===== config.mk =====
export PLATFORM = sky130hd
export DESIGN_NAME = hdlc_overhead_receiver
export DESIGN_NICKNAME = d
export VERILOG_FILES = /design/src/pkg/hdlc_rx_pkg.sv /design/src/core/rx_fifo_mem.sv /design/src/core/hdlc_overhead_receiver.sv
export SDC_FILE = /design/constraint.sdc
export NUM_CORES = 2
export LEC_CHECK = 0
export ABC_CLOCK_PERIOD_IN_PS = 7500
export BUFFER_PORTS_ARGS = -buffer_cell sky130_fd_sc_hd__buf_2
export CELL_PAD_IN_SITES_DETAIL_PLACEMENT = 1
export CELL_PAD_IN_SITES_GLOBAL_PLACEMENT = 1
export CORE_ASPECT_RATIO = 1.4
export CORE_UTILIZATION = 50
export CTS_BUF_LIST = sky130_fd_sc_hd__clkbuf_4
export CTS_CLUSTER_SIZE = 25
export DETAILED_ROUTE_END_ITERATION = 16
export PLACE_DENSITY = 0.69
export SYNTH_ARGS = -nofsm -noshare
export SYNTH_HDL_FRONTEND = slang
export SYNTH_SLANG_ARGS = --single-unit

===== constraint.sdc =====
create_clock -name pclk -period 7.5 [get_ports pclk]
set_input_delay 0.75 -clock pclk [delete_from_list [all_inputs] [get_ports pclk]]
set_output_delay 0.75 -clock pclk [all_outputs]
set_load 0.05 [all_outputs]

===== src/pkg/hdlc_rx_pkg.sv =====
// Constants, register map and entry layout of the overhead receiver.
// Assumes a single APB clock that also times the line bit enables.
package hdlc_rx_pkg;

  // ==================================================
  // Framing
  localparam logic [7:0] FLAG_PAT = 8'h7E;
  localparam int ABORT_ONES = 7;
  localparam logic [2:0] STUFF_ONES = 3'h5;
  localparam logic [4:0] MIN_BITS = 5'h10;
  localparam logic [3:0] WIN_FULL = 4'h8;
  localparam logic [15:0] CRC_INIT = 16'hFFFF;
  localparam logic [15:0] CRC_POLY = 16'h8408;
  localparam logic [15:0] CRC_GOOD = 16'hF0B8;

  // ==================================================
  // FIFO
  localparam int FIFO_DEPTH = 256;
  localparam int OVF_ROOM = 16;

  // ==================================================
  // Register map
  localparam logic [11:0] CTRL_OFS = 12'h000;
  localparam logic [11:0] LEVEL_OFS = 12'h004;
  localparam logic [11:0] STATUS_OFS = 12'h008;
  localparam logic [11:0] DATA_OFS = 12'h00C;
  localparam logic [11:0] PTRS_OFS = 12'h010;

  localparam int CTRL_INV = 0;
  localparam int CTRL_FCS = 1;
  localparam int CTRL_REORDER = 2;
  localparam logic [2:0] CTRL_RST = 3'h2;
  localparam logic [8:0] LEVEL_RST = 9'h001;

  localparam int ST_EMPTY = 0;
  localparam int ST_AVAIL = 1;
  localparam int ST_FULL = 2;
  localparam int ST_OVF = 3;
  localparam int ST_INVAL = 4;
  localparam int ST_LEVEL_LSB = 8;
  localparam int DATA_INVALID = 15;
  localparam int PTR_WR_LSB = 16;

  // ==================================================
  // One stored byte with its status
  typedef struct packed {
    logic fcs_err;
    logic err;
    logic eop;
    logic sop;
    logic [7:0] data;
  } rx_entry_t;

endpackage


===== src/core/rx_fifo_mem.sv =====
// Byte store of the receive FIFO, one write and one read port.
// Assumes the caller keeps addresses in range; read data is registered.
`timescale 1ns/1ps
module rx_fifo_mem
#(
  parameter int WIDTH = 12,
  parameter int DEPTH = 256,
  parameter int AW = 8
)
(
  // Clock and reset
  input wire logic clk,
  input wire logic rst_n,
  // Write port
  input wire logic we,
  input wire logic [AW-1:0] waddr,
  input wire logic [WIDTH-1:0] wdata,
  // Read port
  input wire logic re,
  input wire logic [AW-1:0] raddr,
  output logic [WIDTH-1:0] rdata
);

  logic [WIDTH-1:0] mem_q [DEPTH];

  // ==================================================
  // Storage, left without reset to stay a plain RAM
  always_ff @(posedge clk)
  begin
    if (we)
    begin
      mem_q[waddr] <= wdata;
    end
  end

  always_ff @(posedge clk or negedge rst_n)
  begin
    if (!rst_n)
    begin
      rdata <= '0;
    end
    else if (re)
    begin
      rdata <= mem_q[raddr];
    end
  end

endmodule


===== src/core/hdlc_overhead_receiver.sv =====
// Receive HDLC overhead controller: line bits in, bytes out over APB.
// Assumes line_bit_en marks each overhead bit, synchronous to pclk.
//
// What this block does
// - Optional inversion of every incoming bit first
// - Flags or ones fill between frames discarded
// - Fewer than 16 bits between flags discarded
// - Seven ones abort packet, drop until flag
// - Zero after five ones is deleted
// - Destuffed bits packed into bytes with markers
// - Partial last byte sets invalid, aborts packet
// - Trailing five ones still a normal packet
// - FCS checked, two bytes removed, error tagged
// - FCS off passes every byte through
// - Reorder picks first bit to 0 or 7
// - 256-byte FIFO holds bytes with status
// - Empty, full and level-based available flags
// - Start byte while full dropped, overflow
// - Other byte while full aborts packet, overflow
// - After overflow wait for start with room
// - Empty FIFO read returns invalid, no change
// - CRC-16 x16+x12+x5+1, inverted check value
// - Line and host sides work independently
`timescale 1ns/1ps
module hdlc_overhead_receiver
  import hdlc_rx_pkg::*;
#(
  parameter int DEPTH = FIFO_DEPTH,
  parameter int ROOM = OVF_ROOM
)
(
  // Clock and reset
  input wire logic pclk,
  input wire logic presetn,
  // APB slave
  input wire logic psel,
  input wire logic penable,
  input wire logic pwrite,
  input wire logic [11:0] paddr,
  input wire logic [31:0] pwdata,
  output logic [31:0] prdata,
  output logic pready,
  output logic pslverr,
  // Overhead bit stream from the framer
  input wire logic line_bit_en,
  input wire logic line_bit
);

  localparam int AW = $clog2(DEPTH);
  localparam logic [AW:0] FULL_CNT = (AW+1)'(DEPTH);
  localparam logic [AW:0] ROOM_CNT = (AW+1)'(ROOM);

  if (DEPTH != (1 << AW) || ROOM < 1 || ROOM > DEPTH)
  begin : g_check
    $error("DEPTH must be a power of two and ROOM within it");
  end

  // ==================================================
  // Registers seen by software
  logic [2:0] ctrl_q;
  logic [8:0] level_q;
  logic ovf_q;
  logic inval_q;
  logic [31:0] prdata_q;
  logic pready_q;
  logic pslverr_q;
  logic avail_q;

  // ==================================================
  // Line side state
  logic [7:0] win_q;
  logic [3:0] wcnt_q;
  logic [2:0] ones_q;
  logic open_q;
  logic end_pend_q;
  logic abort_pend_q;
  logic [2:0] ds_ones_q;
  logic [2:0] bitcnt_q;
  logic [7:0] byte_q;
  logic [4:0] nbits_q;
  logic [15:0] crc_q;
  logic [7:0] hold_q [3];
  logic [1:0] hcnt_q;
  logic sent_q;
  rx_entry_t emit_q;
  logic emit_v_q;
  logic inval_set_q;

  // ==================================================
  // FIFO state
  logic [AW-1:0] wr_ptr_q;
  logic [AW-1:0] rd_ptr_q;
  logic [AW:0] cnt_q;
  logic drop_q;
  rx_entry_t last_q;
  rx_entry_t rd_entry;

  // ==================================================
  // Line side decode
  logic rx_bit;
  logic [7:0] win_d;
  logic flag_hit;
  logic abort_hit;
  logic proc;
  logic old_bit;
  logic take;
  logic byte_done;
  logic [2:0] pos;
  logic [7:0] new_byte;
  logic [1:0] need;
  logic pkt_clr;
  logic [15:0] crc_d;

  always_comb
  begin
    rx_bit = line_bit ^ ctrl_q[CTRL_INV];
    win_d = {win_q[6:0], rx_bit};
    flag_hit = line_bit_en && (win_d == FLAG_PAT);
    abort_hit = line_bit_en && open_q && rx_bit && (ones_q == 3'(ABORT_ONES - 1));
    // Bits leave the window only once it is full, so flag bits never reach data
    // fill kept out of data
    proc = line_bit_en && open_q && (wcnt_q == WIN_FULL) && !abort_hit;
    old_bit = win_q[7];
    take = proc && !(ds_ones_q == STUFF_ONES && !old_bit);
    byte_done = take && (bitcnt_q == 3'h7);
    pos = ctrl_q[CTRL_REORDER] ? 3'h7 - bitcnt_q : bitcnt_q;
    new_byte = byte_q;
    new_byte[pos] = old_bit;
    need = ctrl_q[CTRL_FCS] ? 2'h3 : 2'h1;
    pkt_clr = end_pend_q || abort_pend_q || (flag_hit && !open_q);
    crc_d = {1'b0, crc_q[15:1]} ^ ((crc_q[0] ^ old_bit) ? CRC_POLY : 16'h0000);
  end

  // ==================================================
  // Raw window and ones run
  always_ff @(posedge pclk or negedge presetn)
  begin
    if (!presetn)
    begin
      win_q <= 8'h00;
      wcnt_q <= 4'h0;
      ones_q <= 3'h0;
    end
    else if (line_bit_en)
    begin
      win_q <= win_d;
      wcnt_q <= flag_hit ? 4'h0 : (wcnt_q == WIN_FULL ? WIN_FULL : wcnt_q + 4'h1);
      ones_q <= rx_bit ? (ones_q == 3'h7 ? 3'h7 : ones_q + 3'h1) : 3'h0;
    end
  end

  // ==================================================
  // Frame open, end and abort
  always_ff @(posedge pclk or negedge presetn)
  begin
    if (!presetn)
    begin
      open_q <= 1'b0;
      end_pend_q <= 1'b0;
      abort_pend_q <= 1'b0;
    end
    else
    begin
      end_pend_q <= flag_hit && open_q;
      abort_pend_q <= abort_hit;
      if (flag_hit)
      begin
        open_q <= 1'b1;
      end
      else if (abort_hit)
      begin
        open_q <= 1'b0;
      end
    end
  end

  // ==================================================
  // Destuffing, byte assembly and CRC
  always_ff @(posedge pclk or negedge presetn)
  begin
    if (!presetn)
    begin
      ds_ones_q <= 3'h0;
      bitcnt_q <= 3'h0;
      byte_q <= 8'h00;
      nbits_q <= 5'h00;
      crc_q <= CRC_INIT;
    end
    else if (pkt_clr)
    begin
      ds_ones_q <= 3'h0;
      bitcnt_q <= 3'h0;
      byte_q <= 8'h00;
      nbits_q <= 5'h00;
      crc_q <= CRC_INIT;
    end
    else if (proc)
    begin
      nbits_q <= (nbits_q == MIN_BITS) ? MIN_BITS : nbits_q + 5'h01;
      ds_ones_q <= (take && old_bit) ? ds_ones_q + 3'(ds_ones_q != 3'h7) : 3'h0;
      if (take)
      begin
        bitcnt_q <= bitcnt_q + 3'h1;
        byte_q <= byte_done ? 8'h00 : new_byte;
        crc_q <= crc_d;
      end
    end
  end

  // ==================================================
  // Byte hold-back and delivery to the FIFO
  always_ff @(posedge pclk or negedge presetn)
  begin
    if (!presetn)
    begin
      hold_q <= '{default: 8'h00};
      hcnt_q <= 2'h0;
      sent_q <= 1'b0;
      emit_q <= '0;
      emit_v_q <= 1'b0;
      inval_set_q <= 1'b0;
    end
    else
    begin
      emit_v_q <= 1'b0;
      inval_set_q <= 1'b0;
      if (end_pend_q && nbits_q >= MIN_BITS)
      begin
        emit_v_q <= 1'b1;
        emit_q.data <= hold_q[0];
        emit_q.sop <= !sent_q;
        emit_q.eop <= 1'b1;
        emit_q.err <= (bitcnt_q != 3'h0) || (ctrl_q[CTRL_FCS] && hcnt_q != 2'h3);
        emit_q.fcs_err <= ctrl_q[CTRL_FCS] && bitcnt_q == 3'h0 && hcnt_q == 2'h3 && crc_q != CRC_GOOD;
        inval_set_q <= bitcnt_q != 3'h0;
      end
      else if (abort_pend_q && (sent_q || hcnt_q != 2'h0))
      begin
        emit_v_q <= 1'b1;
        emit_q.data <= hold_q[0];
        emit_q.sop <= !sent_q;
        emit_q.eop <= 1'b1;
        emit_q.err <= 1'b1;
        emit_q.fcs_err <= 1'b0;
      end
      // FCS off holds one byte only
      else if (byte_done && hcnt_q == need)
      begin
        emit_v_q <= 1'b1;
        emit_q.data <= hold_q[0];
        emit_q.sop <= !sent_q;
        emit_q.eop <= 1'b0;
        emit_q.err <= 1'b0;
        emit_q.fcs_err <= 1'b0;
        sent_q <= 1'b1;
        hold_q[0] <= (need == 2'h1) ? new_byte : hold_q[1];
        hold_q[1] <= hold_q[2];
        hold_q[2] <= new_byte;
      end
      else if (byte_done)
      begin
        hold_q[hcnt_q] <= new_byte;
        hcnt_q <= hcnt_q + 2'h1;
      end
      if (pkt_clr)
      begin
        hcnt_q <= 2'h0;
        sent_q <= 1'b0;
      end
    end
  end

  // ==================================================
  // FIFO write side and overflow handling
  logic is_full;
  logic room_ok;
  logic wr_fire;
  logic patch;
  logic ovf_hit;
  logic drop_d;
  logic pop;
  rx_entry_t patch_entry;

  always_comb
  begin
    is_full = cnt_q == FULL_CNT;
    room_ok = (FULL_CNT - cnt_q) >= ROOM_CNT;
    wr_fire = 1'b0;
    patch = 1'b0;
    ovf_hit = 1'b0;
    drop_d = drop_q;
    patch_entry = last_q;
    patch_entry.eop = 1'b1;
    patch_entry.err = 1'b1;
    if (emit_v_q)
    begin
      if (emit_q.sop)
      begin
        if (is_full)
        begin
          ovf_hit = 1'b1;
          drop_d = 1'b1;
        end
        else if (!drop_q || room_ok)
        begin
          wr_fire = 1'b1;
          drop_d = 1'b0;
        end
      end
      else if (!drop_q)
      begin
        if (is_full)
        begin
          ovf_hit = 1'b1;
          patch = 1'b1;
          drop_d = 1'b1;
        end
        else
        begin
          wr_fire = 1'b1;
        end
      end
    end
  end

  always_ff @(posedge pclk or negedge presetn)
  begin
    if (!presetn)
    begin
      wr_ptr_q <= '0;
      rd_ptr_q <= '0;
      cnt_q <= '0;
      drop_q <= 1'b0;
      last_q <= '0;
    end
    else
    begin
      drop_q <= drop_d;
      cnt_q <= cnt_q + (AW+1)'(wr_fire) - (AW+1)'(pop);
      if (wr_fire)
      begin
        wr_ptr_q <= wr_ptr_q + AW'(1);
        last_q <= emit_q;
      end
      if (pop)
      begin
        rd_ptr_q <= rd_ptr_q + AW'(1);
      end
    end
  end

  // single-clock store between the two sides
  rx_fifo_mem #(
    .WIDTH($bits(rx_entry_t)),
    .DEPTH(DEPTH),
    .AW(AW)
  ) u_mem (
    .clk(pclk),
    .rst_n(presetn),
    .we(wr_fire || patch),
    .waddr(patch ? wr_ptr_q - AW'(1) : wr_ptr_q),
    .wdata(patch ? patch_entry : emit_q),
    .re(psel && !penable && !pwrite && paddr == DATA_OFS),
    .raddr(rd_ptr_q),
    .rdata(rd_entry)
  );

  // ==================================================
  // APB slave, one wait state on every transfer
  logic setup;
  logic done;

  assign setup = psel && !penable;
  assign done = psel && penable && pready_q;
  assign pop = done && !pwrite && paddr == DATA_OFS && avail_q;

  always_ff @(posedge pclk or negedge presetn)
  begin
    if (!presetn)
    begin
      pready_q <= 1'b0;
      pslverr_q <= 1'b0;
      prdata_q <= 32'h0000_0000;
      avail_q <= 1'b0;
    end
    else
    begin
      pready_q <= psel && penable && !pready_q;
      if (setup)
      begin
        avail_q <= cnt_q != '0;
      end
      if (psel && penable && !pready_q)
      begin
        pslverr_q <= !(paddr inside {CTRL_OFS, LEVEL_OFS, STATUS_OFS, DATA_OFS, PTRS_OFS});
        prdata_q <= 32'h0000_0000;
        if (!pwrite)
        begin
          unique case (paddr)
            CTRL_OFS: prdata_q[2:0] <= ctrl_q;
            LEVEL_OFS: prdata_q[8:0] <= level_q;
            STATUS_OFS:
            begin
              prdata_q[ST_EMPTY] <= cnt_q == '0;
              prdata_q[ST_AVAIL] <= cnt_q >= (AW+1)'(level_q);
              prdata_q[ST_FULL] <= is_full;
              prdata_q[ST_OVF] <= ovf_q;
              prdata_q[ST_INVAL] <= inval_q;
              prdata_q[ST_LEVEL_LSB +: AW+1] <= cnt_q;
            end
            DATA_OFS:
            begin
              prdata_q[DATA_INVALID] <= !avail_q;
              prdata_q[$bits(rx_entry_t)-1:0] <= avail_q ? rd_entry : '0;
            end
            PTRS_OFS:
            begin
              prdata_q[AW-1:0] <= rd_ptr_q;
              prdata_q[PTR_WR_LSB +: AW] <= wr_ptr_q;
            end
            default: prdata_q <= 32'h0000_0000;
          endcase
        end
      end
    end
  end

  // Software controls; sticky flags let a new event win over its clear
  always_ff @(posedge pclk or negedge presetn)
  begin
    if (!presetn)
    begin
      ctrl_q <= CTRL_RST;
      level_q <= LEVEL_RST;
      ovf_q <= 1'b0;
      inval_q <= 1'b0;
    end
    else
    begin
      if (done && pwrite && paddr == CTRL_OFS)
      begin
        ctrl_q <= pwdata[2:0];
      end
      if (done && pwrite && paddr == LEVEL_OFS)
      begin
        level_q <= pwdata[8:0];
      end
      ovf_q <= ovf_hit || (ovf_q && !(done && pwrite && paddr == STATUS_OFS && pwdata[ST_OVF]));
      inval_q <= inval_set_q || (inval_q && !(done && pwrite && paddr == STATUS_OFS && pwdata[ST_INVAL]));
    end
  end

  assign prdata = prdata_q;
  assign pready = pready_q;
  assign pslverr = pslverr_q;

endmodule


==> results.md <==
* Post-CTS setup buffer count at 0
* Fillers at 22400
* Cts hold-fix bufs at 43
* Slowest library cell on the worst path: nor2_1
* Hold WS at 251 ps
* Clock latency on the worst-skew pair at 1320 ps
* Via/cell ratio at 6.18
* Synth unique cells at 88
* Final ANT Viol Nets at 0
* Syn Inst Count at 6382
* Max Slew Vio Count at 0
* Post-synth EDFFs at 3072
* Endpoints failing hold at 0
* Tcrit/Tclk final at 77.4%
* FF+latch count, synth at 3255
* CP Capture Type: flop
* Top-count cell post-synth: edfxtp_1
* Post-route DRC violation count at 0
* Cell area after synthesis at 128000 um^2
* Crit path max fanout at 22
* Starting density of the core at 50.3%
* Peak VDD IR at 0.000127 V
* Sequential element share of the synthesized area at 75.6%
* Vias in the first global route at 71700
* Unrepaired setup endpoints after global routing: no
* Largest cells by area after synthesis: edfxtp_1 (72%), mux4_2 (12%), dfrtp_1 (3.2%)
* Sequential power share at 57.7%
* Core Area at 255000 um^2
* Final core occ at 56.1%
* IO Pins at 85
* Port-buffer cells at 53
* Arr. time, crit path at 6660 ps
* Gate power share at 1.7%
* Post_cts resized at 0
* Final setup TNS at 0 ps
* Syn. warnings at 0
* Cells after DPL at 9635
* Pint at 27.0 mW
* Share of cells above drive strength 1 at 29.6%
* Initial antenna violation count at 15
* Clock Path Buffers at 4
* Nets at 7204
* Routed WL per cell at 32.5 um
* Synth async-reset ratio at 5.62%
* P&R area growth vs syn at 11.4%
* Total gr overflow at 0
* Global Route Usage Sum at 27.4%
* Max Freq at 0.172 GHz
* Via count at 67900
* Setup Skew at 97.6 ps
* Synth Area per Inst at 20.1 um^2
* Root Driver: clkbuf_4
* LEAKAGE at 53.1 nW
* Crit path largest cell delay at 990 ps
* Num rows at 219
* Die span in x at 430 um
* Pwr dens at 241 nW/um^2
* Worst-margin pin slew at 1370 ps
* DP Wirelength at 212 mm
* Crit start category: flop
* Largest net degree at the start of global routing at 201
* Htree depth at 6
* Final non-filler cell area at 143000 um^2
* # Max-Cap Violations at 0
* Final Wtd Congestion at 0.834
* Crit-path leading delay family: simple AND/OR/NAND/NOR gates
* Post-Route WL at 357 mm
* Area leader, netlist: edfxtp_1
* Clock sink count at 3255
* Hold/Removal Path Class: in -> reg
* DP Area at 133000 um^2
* Final min period at 5800 ps
* Setup CP Type: reg -> reg
* Die height at 601 um
* Total power draw at 34.4 mW
* Share of the synthesized area in the top cell type at 72.0%
* Psw at 7.36 mW
* Die ar. at 258000 um^2
* CTS tree: yes
* Rel. slew slack at 8.86%
* Critical Path RT at 8360 ps
* Reg clk slew, reported paths at 70 ps
* Top cell types by occurrence after synthesis: edfxtp_1 (3072), mux4_2 (702), nand2_1 (362)
* Setup WS pre-CTS at 1790 ps
* Drt pass-1 iters at 6
* Final Non-Filler Cells at 11000
* Clock Power Share at 40.6%
* TritonCTS Buffers at 742
* Setup Viol. Count Final at 0
* Worst Slack Setup Final at 1700 ps
* Crit-path cells: inv_1, ha_1, nor3b_1, and3_1, ha_1, nor4bb_4, buf_4, nand4b_1, xor2_1, nand2_1, nor2_1, nand2_1, nor2_1
* First-pass GRT wire length at 507 mm
* Dominant synthesized flop cell: edfxtp_1
* WP buf/inv at 2
* Status: completed
* Switching Share at 21.4%
* DRT iter0 DRCs at 6975
==> final timing paths <==
| kind | slack [ps] | start | cells past startpoint | end |
|---|---|---|---|---|
| worst max-delay path | 1700 | cnt_q[3]$_DFF_PN0_ | 13 | u_mem.mem_q[142][9]$_DFFE_PP_ |
| worst min-delay path | 250 | paddr[9] | 5 | pslverr$_DFFE_PN0P_ |
| worst max register to register | 1700 | cnt_q[3]$_DFF_PN0_ | 13 | u_mem.mem_q[142][9]$_DFFE_PP_ |
| worst min register to register | 430 | inval_set_q$_DFF_PN0_ | 1 | inval_q$_DFF_PN0_ |
| max in group asynchronous | 5980 | presetn | 4 | rd_ptr_q[2]$_DFFE_PN0P_ |
| min in group asynchronous | 600 | presetn | 3 | level_q[0]$_DFFE_PN1P_ |
==> sequential cells by signal, summed over array words and instances, names as in the netlist, 8 cells and up <==
signal / cells
rd_ptr_q: 8
byte_q: 8
cnt_q: 9
level_q: 9
u_mem.rdata: 12
wr_ptr_q: 8
last_q: 10
hold_q: 24
prdata: 24
win_q: 8
emit_q: 12
u_mem.mem_q: 3072
crc_q: 16
==> tightest hold or removal path, delay by kind of cell <==
| family | cells | cell delay (ps) |
|---|---|---|
| compound gates | 1 | 160 |
| buf+inv | 1 | 80 |
| simple gates | 3 | 490 |
==> cells by family after synthesis <==
group	count (synthesis)	share of synthesized area (%)
other cells	1	0.00293
compound gates	618	3.36
buf+inv	419	1.81
xor+xnor	43	0.294
fa+ha+maj	45	0.446
mux	1087	15.4
simple gates	914	3.07
flops	3255	75.6
==> per-layer routing <==
metal / up-vias / track usage [%] / part of all wire (%)
met3: 695 / 4.89 / 7.5
met2: 3148 / 45.3 / 50
li1: 28000 / - / -
met1: 36000 / 35.3 / 38
met5: - / 0 / 0.024
met4: 14 / 13.4 / 4.9
==> layout by cell type, fill, tap and decap left out, drive strengths merged, types with 107 or more instances in the layout <==
cell / instances
o21ai: 107
nand2: 363
dfrtp: 165
mux2i: 343
nor2: 353
clkinv: 195
a21oi: 122
buf: 298
clkbuf: 1077
mux4: 702
edfxtp: 3072
==> cell type report <==
cell class              count  area, um^2  area share, %
diodes                      9        22.5         0.0158
clock buffers            1076        8080           5.66
clock inverters           227        1290          0.903
inverters                  53         206          0.145
multi-input cells        2715       29200           20.5
flip-flops and latches   3255       96900           67.9
well taps                3315        4150           2.91
repair buffers            341        2870           2.01
==> power groups by stage <==
| stage | Clock, mW | Sequential (mW) | Combinational, mW |
|---|---|---|---|
| 2_1_floorplan | 0 | 20.2 | 0.447 |
| 3_3_place_gp | 0 | 20.2 | 0.549 |
| 3_5_place_dp | 0 | 20.2 | 0.574 |
| 4_1_cts | 14.3 | 19.8 | 0.590 |
| 5_1_grt | 15.0 | 19.9 | 0.664 |
| 6_report | 14.0 | 19.8 | 0.580 |
No activity file was read; power rests on OpenSTA's default activity.
